[config.mk]
export PLATFORM = sky130hd
export DESIGN_NAME = accel_i2c_slave_regs
export DESIGN_NICKNAME = d
export VERILOG_FILES = /design/src/accel_i2c_pkg.sv /design/src/sample_if.sv /design/src/pin_sync.sv /design/src/sample_fifo.sv /design/src/accel_i2c_slave_regs.sv
export SDC_FILE = /design/constraint.sdc
export NUM_CORES = 1
export LEC_CHECK = 0
export ABC_CLOCK_PERIOD_IN_PS = 15620
export BUFFER_PORTS_ARGS = -buffer_cell sky130_fd_sc_hd__buf_2
export CORE_ASPECT_RATIO = 2
export CORE_MARGIN = 5
export CORE_UTILIZATION = 60
export CTS_CLUSTER_DIAMETER = 40
export DETAILED_ROUTE_END_ITERATION = 10
export GPL_TIMING_DRIVEN = 1
export PLACE_DENSITY = 0.81
export SLEW_MARGIN = 5
export SYNTH_ARGS = -nofsm -noshare
export SYNTH_HDL_FRONTEND = slang
export SYNTH_SLANG_ARGS = --single-unit
[constraint.sdc]
create_clock -name clk_i -period 15.62 [get_ports clk_i]
set_input_delay 1.562 -clock clk_i [delete_from_list [all_inputs] [get_ports clk_i]]
set_output_delay 1.562 -clock clk_i [all_outputs]
set_load 0.01 [all_outputs]
[src/accel_i2c_pkg.sv]
// Shared constants and types for the accelerometer two-wire slave port
package accel_i2c_pkg;

    // Sample and byte geometry
    localparam int         SAMPLE_BITS = 12;
    localparam int         SAMPLE_WORD = 3 * SAMPLE_BITS;
    localparam int         FIFO_DEPTH  = 4;
    localparam logic [3:0] BIT_LAST    = 4'h8;

    // Slave address: fixed upper nibble, factory low bits elsewhere
    localparam logic [3:0] ADDR_FIXED  = 4'h2;

    // Readout positions
    localparam logic [2:0] IDX_CONTROL = 3'h0;
    localparam logic [2:0] IDX_X_HIGH  = 3'h1;
    localparam logic [2:0] IDX_X_LOW   = 3'h2;
    localparam logic [2:0] IDX_Y_HIGH  = 3'h3;
    localparam logic [2:0] IDX_Y_LOW   = 3'h4;
    localparam logic [7:0] INDEX_WRITE = 8'h00;
    localparam logic [7:0] BYTE_ZERO   = 8'h00;

    // Control register fields and reset value
    localparam int         CTRL_SLEEP      = 0;
    localparam int         CTRL_SELF_CHECK = 1;
    localparam int         CTRL_REF_TRIM   = 2;
    localparam int         CTRL_THERMAL    = 3;
    localparam logic [7:0] CTRL_RESET      = 8'h00;

    // Link sequencer states
    typedef enum logic [2:0] {
        ST_IDLE     = 3'b000,
        ST_ADDR     = 3'b001,
        ST_ADDR_ACK = 3'b010,
        ST_RX       = 3'b011,
        ST_RX_ACK   = 3'b100,
        ST_TX       = 3'b101,
        ST_TX_ACK   = 3'b110
    } link_state_t;

endpackage

[src/sample_if.sv]
// Carrier for one sample word between the buffer and the link logic
`timescale 1ns/1ps
interface sample_if #(parameter int WIDTH = 36);
    logic             valid;
    logic             ready;
    logic [WIDTH-1:0] data;
    modport src (output valid, output data, input ready);
    modport snk (input valid, input data, output ready);
endinterface

[src/pin_sync.sv]
// Two-stage synchroniser with one extra stage kept for edge finding
`timescale 1ns/1ps
module pin_sync #(
    parameter int WIDTH = 2
) (
    // Clock and reset
    input  wire logic             clk_i,
    input  wire logic             rst_n_i,
    // Pins and synchronised copies
    input  wire logic [WIDTH-1:0] pin_i,
    output logic      [WIDTH-1:0] level_o,
    output logic      [WIDTH-1:0] prev_o
);
    typedef struct packed {
        logic [WIDTH-1:0] meta;
        logic [WIDTH-1:0] level;
        logic [WIDTH-1:0] prev;
    } sync_t;

    sync_t s_q;
    sync_t s_d;

    // Shift chain; only the second stage reads the first
    always_comb
    begin
        s_d       = s_q;
        s_d.meta  = pin_i;
        s_d.level = s_q.meta;
        s_d.prev  = s_q.level;
    end

    // Idle bus lines are high
    always_ff @(posedge clk_i or negedge rst_n_i)
    begin
        if (!rst_n_i)
            s_q <= '1;
        else
            s_q <= s_d;
    end

    assign level_o = s_q.level;
    assign prev_o  = s_q.prev;
endmodule // pin_sync

[src/sample_fifo.sv]
// Small sample buffer between the converter and the readout
`timescale 1ns/1ps
module sample_fifo #(
    parameter int WIDTH = 36,
    parameter int DEPTH = 4
) (
    // Clock and reset
    input  wire logic             clk_i,
    input  wire logic             rst_n_i,
    // Filling side
    input  wire logic             in_valid_i,
    input  wire logic [WIDTH-1:0] in_data_i,
    output logic                  in_ready_o,
    // Draining side
    sample_if.src                 out_if
);
    localparam int AW = (DEPTH > 1) ? $clog2(DEPTH) : 1;
    localparam logic [AW:0] FULL = (AW+1)'(DEPTH);

    if (DEPTH < 2 || DEPTH != (1 << AW) || WIDTH < 1)
    begin : g_bad_shape
        $error("sample_fifo needs a power-of-two depth of at least two");
    end

    typedef struct packed {
        logic [DEPTH-1:0][WIDTH-1:0] mem;
        logic [AW-1:0]               wr;
        logic [AW-1:0]               rd;
        logic [AW:0]                 cnt;
        logic                        rdy;
    } fifo_t;

    fifo_t s_q;
    fifo_t s_d;
    logic  push;
    logic  pop;

    // Pointer, count and registered ready update
    always_comb
    begin
        s_d  = s_q;
        push = in_valid_i && s_q.rdy;
        pop  = out_if.ready && (s_q.cnt != '0);
        if (push)
        begin
            s_d.mem[s_q.wr] = in_data_i;
            s_d.wr          = s_q.wr + 1'b1;
        end
        if (pop)
            s_d.rd = s_q.rd + 1'b1;
        if (push && !pop)
            s_d.cnt = s_q.cnt + 1'b1;
        else if (pop && !push)
            s_d.cnt = s_q.cnt - 1'b1;
        s_d.rdy = (s_d.cnt != FULL);
    end

    always_ff @(posedge clk_i or negedge rst_n_i)
    begin
        if (!rst_n_i)
        begin
            s_q     <= '0;
            s_q.rdy <= 1'b1;
        end
        else
            s_q <= s_d;
    end

    assign in_ready_o   = s_q.rdy;
    assign out_if.valid = (s_q.cnt != '0);
    assign out_if.data  = s_q.mem[s_q.rd];
endmodule // sample_fifo

[src/accel_i2c_slave_regs.sv]
// Two-wire slave port: address decode, control register and five-byte readout
`timescale 1ns/1ps
// Notes on behaviour
// - Data line changes only while clock is low; stable through clock high.
// - Each byte is eight bits plus one acknowledge, nine clocks in all.
// - Bytes travel most significant bit first in both directions.
// - Answer only address with fixed upper nibble and factory-set low three bits.
// - Eighth address bit: one is a read, zero is a write.
// - Pull data low on ninth clock after address and each written byte.
// - Control bit 0 set requests sleep.
// - Control bit 0 clear wakes; that write precedes acceleration readout.
// - Control bit 1 enables self-check; clearing returns to normal.
// - Control bit 3 swaps the X byte pair for the temperature reading.
// - Read sends a byte per nine clocks while acked: control, XH, XL, YH, YL.
// - Read pointer steps by one after every byte transferred.
// - Positions five to seven read zero, then pointer wraps to zero.
// - One index byte sets the read start; X high byte is index one.
// - Axis values have 12 or 10 significant bits; unused high bits read zero.
// - Ten-bit results refresh at 400 Hz, twelve-bit at 100 Hz.
// - Position zero reads back the current control register.
module accel_i2c_slave_regs #(
    parameter logic [2:0] ADDR_LOW  = 3'h0,
    parameter int         DATA_BITS = 12
) (
    // Clock and reset
    input  wire logic                                 clk_i,
    input  wire logic                                 rst_n_i,
    // Two-wire bus pins
    input  wire logic                                 scl_i,
    input  wire logic                                 sda_i,
    output logic                                      sda_o,
    output logic                                      sda_oe_o,
    // Converter samples
    input  wire logic                                 sample_valid_i,
    input  wire logic [accel_i2c_pkg::SAMPLE_BITS-1:0] sample_x_i,
    input  wire logic [accel_i2c_pkg::SAMPLE_BITS-1:0] sample_y_i,
    input  wire logic [accel_i2c_pkg::SAMPLE_BITS-1:0] sample_temp_i,
    output logic                                      sample_ready_o,
    // Control register outputs
    output logic                                      sleep_request_o,
    output logic                                      self_check_enable_o,
    output logic                                      reference_trim_toggle_o,
    output logic                                      thermal_output_select_o
);
    import accel_i2c_pkg::*;

    if (DATA_BITS != 10 && DATA_BITS != 12)
    begin : g_bad_bits
        $error("accel_i2c_slave_regs serves only 10 or 12 significant bits");
    end

    localparam logic [15:0] VALUE_MASK = 16'((32'h0000_0001 << DATA_BITS) - 1);

    typedef struct packed {
        link_state_t            st;
        logic [3:0]             cnt;
        logic [7:0]             shift;
        logic [7:0]             tx;
        logic [2:0]             ptr;
        logic                   rw;
        logic                   idx_phase;
        logic                   idx_ok;
        logic                   acked;
        logic                   oe;
        logic                   sda_out;
        logic [7:0]             ctrl;
        logic [SAMPLE_WORD-1:0] snap;
    } slave_t;

    slave_t s_q;
    slave_t s_d;

    logic [1:0]             rst_sync_q;
    logic                   rst_n;
    logic [1:0]             line_level;
    logic [1:0]             line_prev;
    logic                   scl_s;
    logic                   scl_p;
    logic                   sda_s;
    logic                   sda_p;
    logic                   scl_rise;
    logic                   scl_fall;
    logic                   start_seen;
    logic                   stop_seen;
    logic                   addr_hit;
    logic [SAMPLE_WORD-1:0] snap_next;
    logic [7:0]             byte_now;
    logic [7:0]             byte_next;

    sample_if #(.WIDTH(SAMPLE_WORD)) buf_if ();

    // Reset release through two flops
    always_ff @(posedge clk_i or negedge rst_n_i)
    begin
        if (!rst_n_i)
            rst_sync_q <= 2'h0;
        else
            rst_sync_q <= {rst_sync_q[0], 1'b1};
    end
    assign rst_n = rst_sync_q[1];

    // Bus pins into the clock domain
    pin_sync #(.WIDTH(2)) u_pin_sync (
        .clk_i   (clk_i),
        .rst_n_i (rst_n),
        .pin_i   ({scl_i, sda_i}),
        .level_o (line_level),
        .prev_o  (line_prev)
    );

    // Sample buffer; the converter stalls when it is full
    sample_fifo #(.WIDTH(SAMPLE_WORD), .DEPTH(FIFO_DEPTH)) u_sample_fifo (
        .clk_i      (clk_i),
        .rst_n_i    (rst_n),
        .in_valid_i (sample_valid_i),
        .in_data_i  ({sample_temp_i, sample_x_i, sample_y_i}),
        .in_ready_o (sample_ready_o),
        .out_if     (buf_if.src)
    );

    // Clock edges and bus conditions
    assign scl_s      = line_level[1];
    assign sda_s      = line_level[0];
    assign scl_p      = line_prev[1];
    assign sda_p      = line_prev[0];
    assign scl_rise   = scl_s && !scl_p;
    assign scl_fall   = !scl_s && scl_p;
    assign start_seen = scl_s && scl_p && sda_p && !sda_s;
    assign stop_seen  = scl_s && scl_p && !sda_p && sda_s;
    assign addr_hit   = (s_q.shift[7:1] == {ADDR_FIXED, ADDR_LOW});

    // Readout byte for a position, with unused high bits cleared
    function automatic logic [7:0] read_byte(input logic [2:0]             pos,
                                             input logic [7:0]             ctrl,
                                             input logic [SAMPLE_WORD-1:0] snap);
        logic [15:0] xval;
        logic [15:0] yval;
        logic [7:0]  res;
        xval = {4'h0, ctrl[CTRL_THERMAL] ? snap[3*SAMPLE_BITS-1:2*SAMPLE_BITS]
                                         : snap[2*SAMPLE_BITS-1:SAMPLE_BITS]} & VALUE_MASK;
        yval = {4'h0, snap[SAMPLE_BITS-1:0]} & VALUE_MASK;
        unique case (pos)
            IDX_CONTROL: res = ctrl;
            IDX_X_HIGH:  res = xval[15:8];
            IDX_X_LOW:   res = xval[7:0];
            IDX_Y_HIGH:  res = yval[15:8];
            IDX_Y_LOW:   res = yval[7:0];
            default:     res = BYTE_ZERO;
        endcase
        return res;
    endfunction

    // One sample is taken per read so both bytes of an axis match
    assign buf_if.ready = (s_q.st == ST_ADDR_ACK) && scl_fall && s_q.rw && !start_seen && !stop_seen;
    assign snap_next    = buf_if.valid ? buf_if.data : s_q.snap;
    assign byte_now     = read_byte(s_q.ptr, s_q.ctrl, snap_next);
    assign byte_next    = read_byte(s_q.ptr, s_q.ctrl, s_q.snap);

    // Link sequencer
    always_comb
    begin
        s_d = s_q;
        if (stop_seen)
        begin
            s_d.st = ST_IDLE;
            s_d.oe = 1'b0;
        end
        else if (start_seen)
        begin
            s_d.st  = ST_ADDR;
            s_d.cnt = 4'h0;
            s_d.oe  = 1'b0;
        end
        else
        begin
            unique case (s_q.st)
                ST_IDLE:
                begin
                end
                ST_ADDR:
                begin
                    if (scl_rise)
                    begin
                        s_d.shift = {s_q.shift[6:0], sda_s};
                        s_d.cnt   = s_q.cnt + 4'h1;
                    end
                    else if (scl_fall && s_q.cnt == BIT_LAST)
                    begin
                        if (addr_hit)
                        begin
                            s_d.oe = 1'b1;
                            s_d.rw = s_q.shift[0];
                            s_d.st = ST_ADDR_ACK;
                        end
                        else
                            s_d.st = ST_IDLE;
                    end
                end
                ST_ADDR_ACK:
                begin
                    if (scl_fall)
                    begin
                        s_d.cnt = 4'h0;
                        if (s_q.rw)
                        begin
                            s_d.snap = snap_next;
                            s_d.tx   = byte_now;
                            s_d.oe   = ~byte_now[7];
                            s_d.st   = ST_TX;
                        end
                        else
                        begin
                            s_d.oe        = 1'b0;
                            s_d.idx_phase = 1'b1;
                            s_d.st        = ST_RX;
                        end
                    end
                end
                ST_RX:
                begin
                    if (scl_rise)
                    begin
                        s_d.shift = {s_q.shift[6:0], sda_s};
                        s_d.cnt   = s_q.cnt + 4'h1;
                    end
                    else if (scl_fall && s_q.cnt == BIT_LAST)
                    begin
                        s_d.oe        = 1'b1;
                        s_d.idx_phase = 1'b0;
                        s_d.st        = ST_RX_ACK;
                        if (s_q.idx_phase)
                        begin
                            s_d.ptr    = s_q.shift[2:0];
                            s_d.idx_ok = (s_q.shift == INDEX_WRITE);
                        end
                        else
                        begin
                            if (s_q.idx_ok)
                                s_d.ctrl = s_q.shift;
                            s_d.idx_ok = 1'b0;
                            s_d.ptr    = s_q.ptr + 3'h1;
                        end
                    end
                end
                ST_RX_ACK:
                begin
                    if (scl_fall)
                    begin
                        s_d.oe  = 1'b0;
                        s_d.cnt = 4'h0;
                        s_d.st  = ST_RX;
                    end
                end
                ST_TX:
                begin
                    if (scl_rise)
                        s_d.cnt = s_q.cnt + 4'h1;
                    else if (scl_fall)
                    begin
                        if (s_q.cnt == BIT_LAST)
                        begin
                            s_d.oe  = 1'b0;
                            s_d.ptr = s_q.ptr + 3'h1;
                            s_d.st  = ST_TX_ACK;
                        end
                        else
                        begin
                            s_d.tx = {s_q.tx[6:0], 1'b0};
                            s_d.oe = ~s_q.tx[6];
                        end
                    end
                end
                ST_TX_ACK:
                begin
                    if (scl_rise)
                        s_d.acked = ~sda_s;
                    else if (scl_fall)
                    begin
                        if (s_q.acked)
                        begin
                            s_d.cnt = 4'h0;
                            s_d.tx  = byte_next;
                            s_d.oe  = ~byte_next[7];
                            s_d.st  = ST_TX;
                        end
                        else
                            s_d.st = ST_IDLE;
                    end
                end
                default:
                    s_d.st = ST_IDLE;
            endcase
        end
    end

    // State register
    always_ff @(posedge clk_i or negedge rst_n)
    begin
        if (!rst_n)
        begin
            s_q      <= '0;
            s_q.st   <= ST_IDLE;
            s_q.ctrl <= CTRL_RESET;
        end
        else
            s_q <= s_d;
    end

    // Outputs straight from state flops
    assign sda_o                   = s_q.sda_out;
    assign sda_oe_o                = s_q.oe;
    assign sleep_request_o         = s_q.ctrl[CTRL_SLEEP];
    assign self_check_enable_o     = s_q.ctrl[CTRL_SELF_CHECK];
    assign reference_trim_toggle_o = s_q.ctrl[CTRL_REF_TRIM];
    assign thermal_output_select_o = s_q.ctrl[CTRL_THERMAL];
endmodule // accel_i2c_slave_regs

* Word level (Yosys, flattened, before mapping)
Cells that the tools add are included.
Operators by class: add/sub/neg operators 6, magnitude comparators 3, eq/ne operators 46, multiplexer cells 70, bitwise gates (word level) 8, reductions and logical operators 47
Operator list (number):
- 144-bit bitwise mux | 1
- 36-bit 2-to-1 mux | 3
- 8-bit one-hot mux with 5 select lines | 2
- 7-bit 2-to-1 mux | 11
- 36-bit binary-select mux with 2-bit select | 1
- 36-bit demux with 2-bit select | 1
- 4-bit inequality test, second input constant | 13
- 3-bit 2-to-1 mux | 16
- 12-bit 2-to-1 mux | 3
- 2-bit inequality test, second input constant | 12
- 3-bit inequality test, second input constant | 8
- 3-bit one-hot mux with 7 select lines | 1
- 7-bit one-hot mux with 3 select lines | 1
- 10-bit 2-to-1 mux | 2
- 4-bit one-hot mux with 5 select lines | 1
- 1-bit 2-to-1 mux | 19
- 1-bit logical AND | 17
- 7-bit AND reduction | 2
- 13-bit AND reduction | 1
- 3-bit by 2-bit equality test with 1-bit output, second input constant | 4
- 3-bit equality test, second input constant | 4
- 12-bit AND reduction | 1
- 11-bit AND reduction | 1
- 5-bit AND reduction | 2
- other kinds (28) | 53
Word-level totals: bits in registers 234, bits of input ports 41, output and inout port bits 7

* Longest topological paths before layout
word-level depth 11, depth in mapped cells 10, depth with buffers taken out 7

* Modules after synthesis
A second synthesis with hierarchy kept.
Second synthesis, totals: cells, all modules 810, area, all modules 12092.8 µm²
By module, submodules not included:
- sample_fifo | instances 1, cells an instance 396, area an instance 7369.6 µm², sequential area each 3804.9 µm²
- accel_i2c_slave_regs | instances 1, cells an instance 406, area an instance 4550.6 µm², sequential area each 1901.8 µm²
- pin_sync | instances 1, cells an instance 8, area an instance 172.7 µm², sequential area each 157.7 µm²

* Worst setup path after synthesis
OpenSTA, ideal clock, no wires.
path type input to register, start in sample_valid_i, end reg u_sample_fifo.s_q[100] (netlist bit), arrival time 2.839 ns, data required time 15.495 ns, setup slack 12.656 ns, cell stages on the path 5, buffers on the path 2, cell sequence and2_1 > clkbuf_1 > nand2_1 > clkbuf_1 > mux2_2
On the way: cells in the longest elaborated chain, start to end 1
RTL lines:
- start: declaration | RTL line accel_i2c_slave_regs.sv:34 | input wire logic sample_valid_i,
- 1-bit logical AND | RTL line sample_fifo.sv:42 | push = in_valid_i && s_q.rdy;
- end: declaration | RTL line sample_fifo.sv:33 | fifo_t s_q;
No other way between the ends. A chain may end at the register's enable or synchronous reset.

* Worst setup path in the final report
start reg s_q[52] (netlist bit), end reg s_q[57] (netlist bit)
On the way: cells in the longest elaborated chain, start to end 6, elaborated cells on any way between the ends 13, those cells by class 4 x eq/ne; 8 x mux; 1 x reduce/logical
RTL lines:
- start: declaration | RTL line accel_i2c_slave_regs.sv:70 | slave_t s_q;
- 3-bit equality test (tied with other cells) | RTL line accel_i2c_slave_regs.sv:142 | unique case (pos)
- 8-bit one-hot mux with 5 select lines | RTL line accel_i2c_slave_regs.sv:142
- 7-bit 2-to-1 mux | RTL line accel_i2c_slave_regs.sv:279 | if (s_q.acked)
- 7-bit 2-to-1 mux | RTL line accel_i2c_slave_regs.sv:277 | else if (scl_fall)
- 7-bit 2-to-1 mux | RTL line accel_i2c_slave_regs.sv:275 | if (scl_rise)
- 7-bit one-hot mux with 3 select lines * | RTL line accel_i2c_slave_regs.sv:176 | unique case (s_q.st)
Mark *: on every way between the ends. The rest lies on a longest branch, timed or not. The select of a mux whose other input is x is not followed.

==> flow_metrics.tcl <==
set metrics [dict create \
    antenna_found_initial 0 \
    grt-ovfl-total 0 \
    antenna_cells 0 \
    yosysTopAreaCell "dfrtp_1" \
    chipWidth_um 107 \
    synth.most_common_cell "dfrtp_1" \
    track_usage_pct 23.6 \
    regArea_mm2 0.00587 \
    syn_area_per_cell_um2 13.5 \
    reg2reg_depth 6 \
    ioPinCount 48 \
    slowest_delay_ns 0.89 \
    timing.final.crit_share_pct 20.6 \
    clock.fmax_mhz 311 \
    dr_wl_met2_mm 13.5 \
    min_period_ns 3.22 \
    syn_nets 894 \
    gp_congestion 0.940 \
    syn-instance-count 839 \
    r2r_setup_slack_ns 12.40 \
    ys_warn_count 0 \
    fin_setup_tns_ns 0 \
    dpl_worst_slack_ns 12.52 \
    rows 71 \
    worstPathRequired_ns 16.02 \
    synth_area_mm2 0.0113 \
    total_power_mw 2.08 \
    finalHoldViolations 0 \
    vias_per_cell 6.25 \
    wl_met3_um 826 \
    worstReg2RegStart "s_q[52]$_DFFE_PN0P_" \
    core_area_mm2 0.0187 \
    async_flop_share_pct 100 \
    drtIter0Drc 394 \
    wirelength_mm 24.4 \
    cts_buffers 25 \
    drcViolationCount 0 \
    die_area_mm2 0.0219 \
    worstMarginPinSlew_ns 0.964 \
    firstDrtPassIters 5 \
    rsz0062_at_grt "no" \
    setup_viol 0 \
    synth_common_cells "227 x dfrtp_1, 219 x mux2_2, 43 x nand2_1" \
    met1Wirelength_mm 8.81 \
    synth_cell_type_count 60 \
    cts.sinks 234 \
    area_growth_pct 10.7 \
    cp_cell_sequence "inv_1 -> ha_1 -> o311ai_1 -> a2bb2oi_1 -> o211ai_1 -> mux2_2" \
    dp_hpwl_mm 16.5 \
    synth_top_area_share_pct 50.1 \
    crit_path_end_kind "register" \
    n_fill_cell 1343 \
    synth_seq_cells 234 \
    ctsResizeCount 0 \
    cts-root-buf "clkbuf_16" \
    slew_headroom_pct 35.7 \
    status "finished clean" \
    top_layer_used "met4" \
    vias 7158 \
    yosys-top-cells-area "dfrtp_1 50%, mux2_2 22%, mux4_2 7.5%" \
    start_util_pct 60.5 \
    cts_buffer_depth 3 \
    critPathLaunchType "register" \
    r2r-end "s_q[57]$_DFFE_PN0P_" \
    arrival_ns 3.61 \
    critPathCapture "s_q[57]$_DFFE_PN0P_" \
    cts-hold-fix-buffers 0 \
    clkLatencyLatePin_ns 0.52 \
    cts_tree "built" \
    hold_path_class "reg2async" \
    clkTransAtPathRegs_ns 0.06 \
    synth_edf_count 0 \
    die_y_um 204 \
    crit_type "reg2reg" \
    max-vdd-ir-drop_v 0.000162 \
    timing.final.ws_setup_ns 12.40 \
    slowest_stage "dfrtp_1" \
    grt_pass1_wl_mm 40.9 \
    grt_start_max_net_pins 185 \
    maxCapViolCount 0 \
    ys_seq_area_share_pct 51.7 \
    leakagePower_nw 5.43 \
    wl_per_cell_um 21.3 \
    multi_input_area_mm2 0.00519 \
    cts_max_level 1 \
    skew_ns 0.0118 \
    grt_pass1_vias 7860 \
    post_route_cells_drive_above_1_share_pct 41.2 \
    drv_slew 0 \
    final_nets 929 \
    power_density_mw_per_mm2 165 \
    cts_setup_buffers 0 \
    antenna_left 0 \
    crit_fanout 27 \
    synthFlopType "dfrtp_1" \
    crit_start "s_q[52]$_DFFE_PN0P_" \
    io_buffers 46 \
]
logic make-up after synthesis:
kind of cell    Yosys count  synth area share, %
fa+ha+maj                14                 1.55
simple gates            121                 5.51
compound gates          125                 7.49
flops                   234                 51.7
xor+xnor                  7                0.541
buf+inv                  66                 2.53
mux                     270                 30.6
other cells               2               0.0662
per-layer routing:
metal  vias to the layer above  global-route usage (%)
met3                        76                    2.88
met2                       190                    42.8
met4                         0                    11.6
met1                      3675                    27.1
li1                       3217                       -
met5                         -                       0
layout make-up:
cell class | count | share of cell area (%)
clock buffers | 34 | 5.41
clock inverters | 10 | 0.827
inverters | 16 | 0.478
multi-input cells | 539 | 41.3
flip-flops and latches | 234 | 46.7
well taps | 255 | 2.54
repair buffers | 58 | 2.65
metrics by stage:
| stage | util, % | area [um2] | hold slack [ns] | cells |
|---|---|---|---|---|
| floorplan | - | 11300 | 0.331 | 839 |
| global placement | 62.8 | 11800 | 0.343 | 1102 |
| detailed placement | 62.8 | 11800 | 0.347 | 1102 |
| CTS | 67.0 | 12600 | 0.356 | 1146 |
| global route | 67.0 | 12600 | 0.360 | 1146 |
| finish | 67.0 | 12600 | 0.355 | 1146 |
worst min-delay path by stage:
stage | to | cells after the start | start
final | u_sample_fifo.s_q[89]$_DFFE_PN0P_ | 0 | rst_sync_q[1]$_DFF_PN0_
after global routing | u_pin_sync.level_o[1]$_DFF_PN1_ | 0 | u_pin_sync.s_d[3]$_DFF_PN1_
after detailed placement | rst_sync_q[1]$_DFF_PN0_ | 0 | rst_sync_q[0]$_DFF_PN0_
after floorplan | rst_sync_q[1]$_DFF_PN0_ | 0 | rst_sync_q[0]$_DFF_PN0_
after CTS | u_pin_sync.level_o[1]$_DFF_PN1_ | 0 | u_pin_sync.s_d[3]$_DFF_PN1_
after global placement | rst_sync_q[1]$_DFF_PN0_ | 0 | rst_sync_q[0]$_DFF_PN0_
state kept, by name, indices dropped and copies added (netlist names):
name / count
u_pin_sync.level_o: 2
u_pin_sync.s_d: 2
reference_trim_toggle_o: 1
u_sample_fifo.in_ready_o: 1
u_pin_sync.prev_o: 2
sda_oe_o: 1
self_check_enable_o: 1
rst_sync_q: 2
sleep_request_o: 1
u_sample_fifo.s_q: 151
s_q: 69
thermal_output_select_o: 1
power breakdown:
part           switching, mW  internal [mW]  leakage, nW
Sequential             0.134          0.826         2.88
Clock                  0.241          0.326        0.386
Combinational          0.230          0.319         2.17
Total                  0.605           1.47         5.43
critical path, delay by kind of cell, from the launching register on:
kind                     cells  cell delay [ns]
AO/OA/AOI/OAI                3             1.22
buffers and inverters        1             0.28
multiplexers                 1             0.27
flip-flops                   1             0.89
adder cells (fa/ha/maj)      1             0.43
layout by cell type (no fill, tap or decap), drive strengths merged, types with 12 or more instances in the layout:
cell type / instances
a21oi: 26
a22oi: 15
buf: 58
clkbuf: 34
dfrtp: 227
ha: 14
inv: 22
mux2: 219
mux2i: 12
mux4: 39
nand2: 43
nand3: 12
nor2: 15
o21ai: 23
Power figures use the tool's default switching activity.
